[config.mk]
export PLATFORM = sky130hd
export DESIGN_NAME = stc_top
export DESIGN_NICKNAME = d
export VERILOG_FILES = /design/src/stc_pkg.sv /design/src/stc_rate_if.sv /design/src/stc_rate_gen.sv /design/src/stc_top.sv
export VERILOG_INCLUDE_DIRS = /design/src
export SDC_FILE = /design/constraint.sdc
export NUM_CORES = 1
export LEC_CHECK = 0
export BUFFER_PORTS_ARGS = -buffer_cell sky130_fd_sc_hd__buf_2
export CORE_MARGIN = 2
export CORE_UTILIZATION = 54
export CTS_CLUSTER_DIAMETER = 100
export CTS_CLUSTER_SIZE = 24
export DETAILED_ROUTE_END_ITERATION = 8
export PLACE_DENSITY = 0.87
export SLEW_MARGIN = 25
export SYNTH_ARGS = -nofsm -noshare
export SYNTH_HDL_FRONTEND = slang
export SYNTH_HIERARCHICAL = 1
export SYNTH_SLANG_ARGS = --single-unit
export TNS_END_PERCENT = 5
[constraint.sdc]
create_clock -name aclk -period 7.5 [get_ports aclk]
set_clock_uncertainty 0.2 [all_clocks]
set_input_delay 0.375 -clock aclk [delete_from_list [all_inputs] [get_ports aclk]]
set_output_delay 0.375 -clock aclk [all_outputs]
set_load 0.01 [all_outputs]
[src/stc_regs.svh]
// stc_regs.svh: offsets, fields, command codes and rate constants of the speed throttle
//------------------------------------------------------------------------------
// Notes on behaviour
// - normal rate is input clock divided by fifty
// - speed command comes from nibble four or a control register write
// - power-down and reset restore divide by fifty
// - commands 8..D select dividers 50,25,10,5,2.5,1
// - speed up only by swallowing pulses; bus normal
// - fast only for internal program memory fetches
// - idle serial bus shows continuous no-op fetches
// - observed instructions halt core during bus replay
// - listed control and undefined opcodes are re-fetched
// - keyboard and flag instructions run normal, no replay
// - reads re-fetched only for peripheral registers
// - writes replayed for peripherals, fast for memory
// - spare bits force normal until clean fetch
// - bit 12: this and next fetch normal
// - bit 13: re-fetch, execute normal, next normal
// - spare bits ignored on auto-normal instructions
//------------------------------------------------------------------------------
`ifndef STC_REGS_SVH
`define STC_REGS_SVH
// register byte offsets
`define STC_CTRL_OFS 8'h00
`define STC_STAT_OFS 8'h04
// control field: speed command nibble
`define STC_CTRL_CMD_LSB 0
// status fields
`define STC_STAT_SPD_LSB 0
`define STC_STAT_SLOW_BIT 4
`define STC_STAT_HALT_BIT 5
// speed command codes
`define STC_CMD_N50 4'h8
`define STC_CMD_N25 4'h9
`define STC_CMD_N10 4'hA
`define STC_CMD_N5 4'hB
`define STC_CMD_N2P5 4'hC
`define STC_CMD_N1 4'hD
// dividers in half input cycles
`define STC_DIV2_N50 8'h64
`define STC_DIV2_N25 8'h32
`define STC_DIV2_N10 8'h14
`define STC_DIV2_N5 8'h0A
`define STC_DIV2_N2P5 8'h05
`define STC_DIV2_N1 8'h02
// bus ticks in one external instruction slot
`define STC_SLOT_TICKS 56
// axi responses
`define STC_RESP_OKAY 2'h0
`define STC_RESP_SLVERR 2'h2
`endif

[src/stc_pkg.sv]
// stc_pkg.sv: types of the speed throttle
package stc_pkg;
   // selected core speed
   typedef enum logic [2:0] {SPD_N50, SPD_N25, SPD_N10, SPD_N5, SPD_N2P5, SPD_N1} stc_speed_t;
   // replay sequencer states
   typedef enum logic [1:0] {REP_IDLE, REP_ALIGN, REP_THIS, REP_NEXT} stc_rep_t;
   // word shown on the external serial bus
   typedef enum logic [1:0] {BUS_NOP, BUS_THIS, BUS_NEXT} stc_bus_sel_t;
endpackage

[src/stc_rate_if.sv]
// stc_rate_if.sv: divider setting and tick between top and rate generator
`timescale 1ns/1ps
`default_nettype none
interface stc_rate_if;
   logic [7:0] div2; // divider in half input cycles
   logic tick; // one-cycle enable pulse
   modport gen (input div2, output tick);
   modport user (output div2, input tick);
endinterface
`default_nettype wire

[src/stc_rate_gen.sv]
// stc_rate_gen.sv: pulse swallowing rate generator with half-cycle resolution
`timescale 1ns/1ps
`default_nettype none
module stc_rate_gen (
   // clock and reset
   input wire logic aclk,
   input wire logic aresetn,
   // rate port
   stc_rate_if.gen rate
);
   import stc_pkg::*;
   logic [7:0] acc_q; // accumulated half cycles
   logic [7:0] acc_d;
   logic [8:0] sum; // accumulator after this input cycle
   logic fire; // a core pulse passes this cycle
   logic stale; // remainder left over from a slower divider
   //------------------------------------------------------------------------------
   // accumulator
   //------------------------------------------------------------------------------
   assign sum = {1'b0, acc_q} + 9'h002;
   assign fire = sum >= {1'b0, rate.div2};
   // a remainder at or above the new divider would burst pulses, so restart from zero
   assign stale = acc_q >= rate.div2;
   assign acc_d = fire ? (stale ? 8'h00 : 8'(sum - {1'b0, rate.div2})) : sum[7:0];
   // tick is a flop so each pulse is one clean cycle
   always_ff @(posedge aclk) begin
      if (!aresetn) begin
         acc_q <= 8'h00;
         rate.tick <= 1'b0;
      end else begin
         acc_q <= acc_d;
         rate.tick <= fire;
      end
   end
endmodule
`default_nettype wire

[src/stc_top.sv]
// stc_top.sv: core speed throttle with bus replay sequencer and register slave
//
// The implementer's own choices: the placing of the registers and the AXI4-Lite register port.
`timescale 1ns/1ps
`default_nettype none
`include "stc_regs.svh"
module stc_top #(
   parameter int SLOT_TICKS = `STC_SLOT_TICKS
) (
   // clock and reset
   input wire logic aclk,
   input wire logic aresetn,
   // axi4-lite write channels
   input wire logic [7:0] s_axi_awaddr,
   input wire logic s_axi_awvalid,
   output logic s_axi_awready,
   input wire logic [31:0] s_axi_wdata,
   input wire logic [3:0] s_axi_wstrb,
   input wire logic s_axi_wvalid,
   output logic s_axi_wready,
   output logic [1:0] s_axi_bresp,
   output logic s_axi_bvalid,
   input wire logic s_axi_bready,
   // axi4-lite read channels
   input wire logic [7:0] s_axi_araddr,
   input wire logic s_axi_arvalid,
   output logic s_axi_arready,
   output logic [31:0] s_axi_rdata,
   output logic [1:0] s_axi_rresp,
   output logic s_axi_rvalid,
   input wire logic s_axi_rready,
   // decoded fetch from the core
   input wire logic fetch_valid,
   input wire logic [15:0] fetch_word,
   input wire logic fetch_internal,
   input wire logic periph_reg,
   input wire logic [3:0] cmd_nibble,
   input wire logic power_down,
   // clock enables and bus control
   output logic core_ce,
   output logic bus_ce,
   output logic core_halt,
   output stc_pkg::stc_bus_sel_t bus_word_sel
);
   import stc_pkg::*;
   //------------------------------------------------------------------------------
   // opcode fields
   //------------------------------------------------------------------------------
   logic [3:0] hi; // opcode bits 9:6
   logic [3:0] mid; // opcode bits 5:2
   logic cls0; // class zero opcode
   logic [1:0] spare; // program word bits 13:12
   assign hi = fetch_word[9:6];
   assign mid = fetch_word[5:2];
   assign cls0 = fetch_word[1:0] == 2'h0;
   assign spare = fetch_word[13:12];
   //------------------------------------------------------------------------------
   // instruction classes
   //------------------------------------------------------------------------------
   logic rf_ctl; // always re-fetched
   logic rf_reg; // re-fetched when target is a peripheral
   logic norm_only; // normal speed, no replay
   logic is_cmd; // speed command instruction
   logic auto_norm; // forced normal by its opcode
   logic refetch_hit; // replay starts this fetch
   assign rf_ctl = cls0 & (
      (mid == 4'h0 & hi != 4'h0) |
      (mid == 4'h1 & hi == 4'h7) |
      (mid == 4'h2 & hi == 4'h7) |
      (mid == 4'h3 & hi == 4'h7) |
      (mid == 4'h5 & hi == 4'h7) |
      (mid == 4'h6 & hi[1:0] == 2'h0) |
      (mid == 4'h7 & hi == 4'h7) |
      (mid == 4'h8 & (hi == 4'h1 | hi == 4'hB | hi == 4'hC)) |
      (mid == 4'h9) | (mid == 4'hB) | (mid == 4'hD) |
      (mid == 4'hC & (hi == 4'h0 | hi == 4'hA | hi == 4'hF)) |
      (mid == 4'hF & (hi == 4'h7 | hi == 4'hF)));
   assign rf_reg = cls0 & periph_reg &
      (mid == 4'hE | mid == 4'hA | (mid == 4'hC & hi == 4'hB));
   assign norm_only = cls0 & (
      (mid == 4'h2 & hi == 4'hF) | (mid == 4'h3 & hi == 4'hF) |
      (mid == 4'h6 & (hi == 4'h9 | hi == 4'hA | hi == 4'hB)) |
      (mid == 4'h8 & hi == 4'h8) | (mid == 4'hC & hi == 4'h8));
   assign is_cmd = cls0 & mid == 4'hF & hi == 4'h7;
   assign auto_norm = rf_ctl | rf_reg | norm_only;
   // spare bit 13 replays unless auto
   assign refetch_hit = fetch_valid & (rf_ctl | rf_reg | (!auto_norm & spare[1]));
   //------------------------------------------------------------------------------
   // speed selection
   //------------------------------------------------------------------------------
   stc_speed_t spd_q; // selected core speed
   stc_speed_t spd_d;
   logic cmd_ok; // command value in 8..D
   logic sw_wr_ctl; // software writes control register
   logic [3:0] new_cmd; // command chosen this cycle
   logic cmd_take; // a command is applied
   // nibble four on a command fetch, else write data bits 3:0, reaches the decoder
   assign new_cmd = (fetch_valid & is_cmd) ? cmd_nibble : s_axi_wdata[3:0];
   assign cmd_take = (fetch_valid & is_cmd) | sw_wr_ctl;
   assign cmd_ok = new_cmd >= `STC_CMD_N50 & new_cmd <= `STC_CMD_N1;
   assign spd_d = (cmd_take & cmd_ok) ? stc_speed_t'(3'(new_cmd - `STC_CMD_N50)) : spd_q;
   // selection register; power-down drops turbo
   always_ff @(posedge aclk) begin
      if (!aresetn | power_down) begin
         spd_q <= SPD_N50;
      end else begin
         spd_q <= spd_d;
      end
   end
   //------------------------------------------------------------------------------
   // normal speed forcing
   //------------------------------------------------------------------------------
   logic slow_q; // current instruction and next fetch at normal rate
   logic slow_d;
   assign slow_d = fetch_valid ? (!fetch_internal | auto_norm | spare != 2'h0) : slow_q;
   // forcing flag, decided anew at every fetch
   always_ff @(posedge aclk) begin
      if (!aresetn) begin
         slow_q <= 1'b0;
      end else begin
         slow_q <= slow_d;
      end
   end
   //------------------------------------------------------------------------------
   // rate generators
   //------------------------------------------------------------------------------
   stc_rate_if bus_rate ();
   stc_rate_if core_rate ();
   logic [7:0] sel_div2; // divider of selected speed
   always_comb begin
      case (spd_q)
         SPD_N50: sel_div2 = `STC_DIV2_N50;
         SPD_N25: sel_div2 = `STC_DIV2_N25;
         SPD_N10: sel_div2 = `STC_DIV2_N10;
         SPD_N5: sel_div2 = `STC_DIV2_N5;
         SPD_N2P5: sel_div2 = `STC_DIV2_N2P5;
         SPD_N1: sel_div2 = `STC_DIV2_N1;
         default: sel_div2 = `STC_DIV2_N50;
      endcase
   end
   assign bus_rate.div2 = `STC_DIV2_N50;
   assign core_rate.div2 = slow_q ? `STC_DIV2_N50 : sel_div2;
   stc_rate_gen u_bus_gen (
      .aclk(aclk),
      .aresetn(aresetn),
      .rate(bus_rate.gen)
   );
   stc_rate_gen u_core_gen (
      .aclk(aclk),
      .aresetn(aresetn),
      .rate(core_rate.gen)
   );
   assign bus_ce = bus_rate.tick;
   assign core_ce = core_rate.tick & !core_halt;
   //------------------------------------------------------------------------------
   // bus slot counter and replay sequencer
   //------------------------------------------------------------------------------
   logic [7:0] slot_q; // bus ticks into current slot
   logic slot_end; // last tick of a slot
   stc_rep_t rep_q; // replay state
   stc_rep_t rep_d;
   assign slot_end = bus_ce & slot_q == 8'(SLOT_TICKS - 1);
   // slot counter runs free at bus rate
   always_ff @(posedge aclk) begin
      if (!aresetn) begin
         slot_q <= 8'h00;
      end else if (bus_ce) begin
         slot_q <= slot_end ? 8'h00 : slot_q + 8'h01;
      end
   end
   // align, show this word, show next word
   always_comb begin
      rep_d = rep_q;
      case (rep_q)
         REP_IDLE: if (refetch_hit) rep_d = REP_ALIGN;
         REP_ALIGN: if (slot_end) rep_d = REP_THIS;
         REP_THIS: if (slot_end) rep_d = REP_NEXT;
         REP_NEXT: if (slot_end) rep_d = REP_IDLE;
         default: rep_d = REP_IDLE;
      endcase
   end
   always_ff @(posedge aclk) begin
      if (!aresetn) begin
         rep_q <= REP_IDLE;
      end else begin
         rep_q <= rep_d;
      end
   end
   assign core_halt = rep_q != REP_IDLE;
   assign bus_word_sel = rep_q == REP_THIS ? BUS_THIS :
      (rep_q == REP_NEXT ? BUS_NEXT : BUS_NOP);
   //------------------------------------------------------------------------------
   // axi4-lite slave
   //------------------------------------------------------------------------------
   logic wr_go; // write address and data taken
   logic wr_ctl_hit; // write hits control
   logic rd_go; // read address taken
   logic [31:0] rd_val; // read mux
   logic rd_hit; // read address mapped
   assign wr_go = s_axi_awvalid & s_axi_wvalid & !s_axi_bvalid;
   assign s_axi_awready = wr_go;
   assign s_axi_wready = wr_go;
   assign wr_ctl_hit = s_axi_awaddr == `STC_CTRL_OFS;
   assign sw_wr_ctl = wr_go & wr_ctl_hit & s_axi_wstrb[0];
   assign rd_go = s_axi_arvalid & !s_axi_rvalid;
   assign s_axi_arready = rd_go;
   assign rd_hit = s_axi_araddr == `STC_CTRL_OFS | s_axi_araddr == `STC_STAT_OFS;
   assign rd_val = s_axi_araddr == `STC_CTRL_OFS ? {28'h0000000, 4'(spd_q) + `STC_CMD_N50} :
      (s_axi_araddr == `STC_STAT_OFS ?
      {26'h0, core_halt, slow_q, 1'b0, spd_q} : 32'h00000000);
   // write response; status register is read only
   always_ff @(posedge aclk) begin
      if (!aresetn) begin
         s_axi_bvalid <= 1'b0;
         s_axi_bresp <= `STC_RESP_OKAY;
      end else if (wr_go) begin
         s_axi_bvalid <= 1'b1;
         s_axi_bresp <= wr_ctl_hit ? `STC_RESP_OKAY : `STC_RESP_SLVERR;
      end else if (s_axi_bready) begin
         s_axi_bvalid <= 1'b0;
      end
   end
   // read data held until taken
   always_ff @(posedge aclk) begin
      if (!aresetn) begin
         s_axi_rvalid <= 1'b0;
         s_axi_rdata <= 32'h00000000;
         s_axi_rresp <= `STC_RESP_OKAY;
      end else if (rd_go) begin
         s_axi_rvalid <= 1'b1;
         s_axi_rdata <= rd_val;
         s_axi_rresp <= rd_hit ? `STC_RESP_OKAY : `STC_RESP_SLVERR;
      end else if (s_axi_rready) begin
         s_axi_rvalid <= 1'b0;
      end
   end

   logic [7:0] bus_gap_q; // cycles since last bus tick
   logic bus_seen_q; // a bus tick has occurred
   logic [7:0] core_gap_q; // cycles since last core tick
   // helper gap counters
   always_ff @(posedge aclk) begin
      if (!aresetn) begin
         bus_gap_q <= 8'h00;
         bus_seen_q <= 1'b0;
         core_gap_q <= 8'h00;
      end else begin
         bus_gap_q <= bus_ce ? 8'h00 : bus_gap_q + 8'h01;
         bus_seen_q <= bus_seen_q | bus_ce;
         core_gap_q <= core_rate.tick ? 8'h00 : core_gap_q + 8'h01;
      end
   end
endmodule
`default_nettype wire

==> results.json <==
{
  "slew_headroom": 0.535,
  "crit_chain": "nor4b_1, ha_1, inv_1, fa_1, nor2_1, a21oi_1, o31ai_1, o2111a_4, a32o_2",
  "cts_tree": "done",
  "met3_usage": 0.0452,
  "gr-max-usage-layer": "met2",
  "num_vias": 3097,
  "antenna_found_initial": 0,
  "num_antenna_cells": 0,
  "die_w_um": 85.6,
  "cellPowerDensity_nw_per_um2": 186,
  "wl_mm": 7.72,
  "drc": 0,
  "slowest_stage": "dfxtp_1",
  "grt_pass1_wl_mm": 12.7,
  "dp.cells": 550,
  "synth-seq-cells": 42,
  "pwr-share-seq": 0.364,
  "p_int_uw": 458,
  "required_ps": 7540,
  "port_buffers": 65,
  "dieArea_sq_um": 7320,
  "first_global_vias": 2821,
  "yosysSeqAreaShare": 0.234,
  "synth_fa_ha_area_frac": 0.148,
  "cts_sinks": 42,
  "synth_warnings": 6,
  "die_h_um": 85.6,
  "yosysUniqueCellTypes": 62,
  "synth-simple-area-share": 0.196,
  "maxCapViolCount": 0,
  "worst-r2r-setup-slack_ps": 4780,
  "tightestPinTransition_ps": 697,
  "synth_top_family_by_area": "compound AO/OA/AOI/OAI gates",
  "core_area_sq_um": 6390,
  "worstSetupPathType": "reg2reg",
  "post_drt_wl_per_cell_um": 13.8,
  "insertion_delay_ps": 290,
  "synth-edff-count": 0,
  "synth_cells": 414,
  "status": "finished clean",
  "final_hold_viol_count": 0,
  "synth_compound_area_frac": 0.218,
  "crit_path_end_kind": "register",
  "synth_ff_type": "dfxtp_1",
  "drv_slew": 0,
  "avgSynthCellArea_sq_um": 8.68,
  "io_pins": 129,
  "h-tree-depth": 2,
  "track_usage": 0.214,
  "cp.buffers_inverters": 1,
  "synth_xor_area_frac": 0.0780,
  "worstHoldPathType": "in2reg",
  "rsz0062_at_grt": "no",
  "finalSetupViolCount": 0,
  "vdd_drop_max_mv": 0.104,
  "synthMuxAreaShare": 0.0139,
  "crit_path_start_kind": "register",
  "place_congestion": 0.944,
  "cp_top_family": "compound AO/OA/AOI/OAI gates",
  "root_buffer": "clkbuf_8",
  "start_util": 0.563,
  "p_switching_uw": 283,
  "leakage_nw": 1.96,
  "use_met2": 0.366,
  "cp_slowest_stage_delay_ps": 480,
  "postCtsSetupBuffers": 0,
  "postCtsResizedCells": 0,
  "fin_nets": 603,
  "async_flop_share": 0,
  "syn_area_sq_um": 3590,
  "area.growth.synth_to_final_pct": 10.8,
  "finalSetupTns_ps": 0,
  "ant_nets": 0,
  "grt_max_degree": 40,
  "combinationalPowerShare": 0.425,
  "dr.pass1.iters": 5,
  "met1_usage": 0.270,
  "hpwl_mm": 6.09,
  "drtIter0Drc": 193,
  "viasPerCell": 5.55,
  "finalCriticalPeriod_ps": 2720,
  "hold_buffers": 0,
  "cts.reportedPaths.clkPinSlew_ps": 80,
  "p_clk_frac": 0.211,
  "clk_path_buf_depth": 2,
  "fin_crit_sh": 0.362,
  "layout.cells.non_filler": 558,
  "drive_gt1_frac": 0.222,
  "rows": 29,
  "max_clock_freq_ghz": 0.368,
  "netSwitchingFraction": 0.382,
  "cts_buffers": 5,
  "grt-ovfl-total": 0,
  "worstPathArrival_ps": 2760,
  "worstPathMaxFanout": 8
}
[metal layers]
| metal | wire (um) | vias to the layer above | part of all wire |
|---|---|---|---|
| met4 | 144 | 0 | 0.019 |
| met2 | 3740 | 103 | 0.49 |
| li1 | - | 1544 | - |
| met5 | 0 | - | 0 |
| met1 | 3440 | 1436 | 0.45 |
| met3 | 388 | 14 | 0.050 |
[worst register-to-register path: cells and delay by family (launching register included)]
| family | cells | cell delay (ps) |
|---|---|---|
| AO/OA/AOI/OAI | 4 | 840 |
| adder cells (fa/ha/maj) | 2 | 620 |
| flip-flops | 1 | 480 |
| AND/OR/NAND/NOR | 2 | 460 |
| buffers and inverters | 1 | 80 |
[area by class of cell]
| type | count | area [sq um] |
|---|---|---|
| Clock buffer | 6 | 82.6 |
| Multi-Input combinational cell | 331 | 2490 |
| Timing Repair Buffer | 65 | 325 |
| Clock inverter | 2 | 12.5 |
| Tap cell | 77 | 96.3 |
| Inverter | 35 | 131 |
| Sequential cell | 42 | 841 |
| Fill cell | 557 | 2410 |
[power by group through the flow]
| stage | Sequential [mW] | Combinational (mW) | Clock [mW] |
|---|---|---|---|
| after floorplan | 0.269 | 0.253 | 0 |
| after global placement | 0.274 | 0.299 | 0 |
| after detailed placement | 0.275 | 0.309 | 0 |
| after CTS | 0.270 | 0.310 | 0.160 |
| after global routing | 0.274 | 0.352 | 0.169 |
| final | 0.270 | 0.315 | 0.156 |
[final timing paths]
| check | startpoint | end | depth (start not counted) |
|---|---|---|---|
| max | spd_q[2] | u_core_gen/acc_q[6] | 9 |
| min | fetch_internal | slow_q | 2 |
| min reg2reg | s_axi_bresp[1] | s_axi_bresp[1] | 1 |
| max reg2reg | spd_q[2] | u_core_gen/acc_q[6] | 9 |
[through the flow]
stage,setup slack (ps),util,power (mW),cell area (sq um),hold slack (ps)
final,4780,0.623,0.741,3980,103
after floorplan,5010,-,0.522,3720,273
after global placement,4850,0.607,0.573,3880,281
after global routing,4580,0.623,0.795,3980,88.7
after CTS,4790,0.622,0.741,3970,101
after detailed placement,4810,0.607,0.585,3880,281
[flip-flops by register name, indices dropped and copies added (netlist names)]
signal,count
s_axi_rresp,1
s_axi_rdata,6
spd_q,3
s_axi_bvalid,1
u_core_gen/acc_q,8
slow_q,1
u_bus_gen/acc_q,8
s_axi_bresp,1
rep_q,2
slot_q,8
s_axi_rvalid,1
u_core_gen/rate.tick,1
u_bus_gen/rate.tick,1
[layout by cell type (no fill, tap or decap), types with 14 or more instances in the layout]
cell	instances
a21oi_1	17
a32o_2	16
buf_2	65
conb_1	37
dfxtp_1	42
ha_1	36
inv_1	34
nand2_1	24
nand3_1	14
nor2_1	25
xnor2_1	17
xor2_1	15
[synth_stat cells (all sizes together), types with 5 or more instances]
| library cell | n | share of area |
|---|---|---|
| mux2i | 5 | 0.014 |
| nor4 | 6 | 0.010 |
| nand2 | 25 | 0.027 |
| nand2b | 11 | 0.019 |
| nand3 | 14 | 0.019 |
| buf | 31 | 0.063 |
| a32o | 17 | 0.053 |
| ha | 36 | 0.13 |
| clkbuf | 10 | 0.011 |
| nor2b | 12 | 0.021 |
| o31ai | 7 | 0.022 |
| xnor2 | 17 | 0.041 |
| o21ai | 7 | 0.011 |
| xor2 | 15 | 0.037 |
| a21oi | 17 | 0.024 |
| dfxtp | 42 | 0.23 |
| inv | 35 | 0.037 |
| nor2 | 27 | 0.030 |
| a31oi | 5 | 0.017 |
| nor3 | 7 | 0.0097 |
[cells by family after synthesis]
family | after synthesis
AOI/OAI and AO/OA | 87
xor gates and xnor gates | 32
adders and majority gates | 40
buffers and inverters | 76
DFF | 42
muxes | 5
other | 2
and+or+nand+nor | 130
No activity file was read; power rests on OpenSTA's default activity.
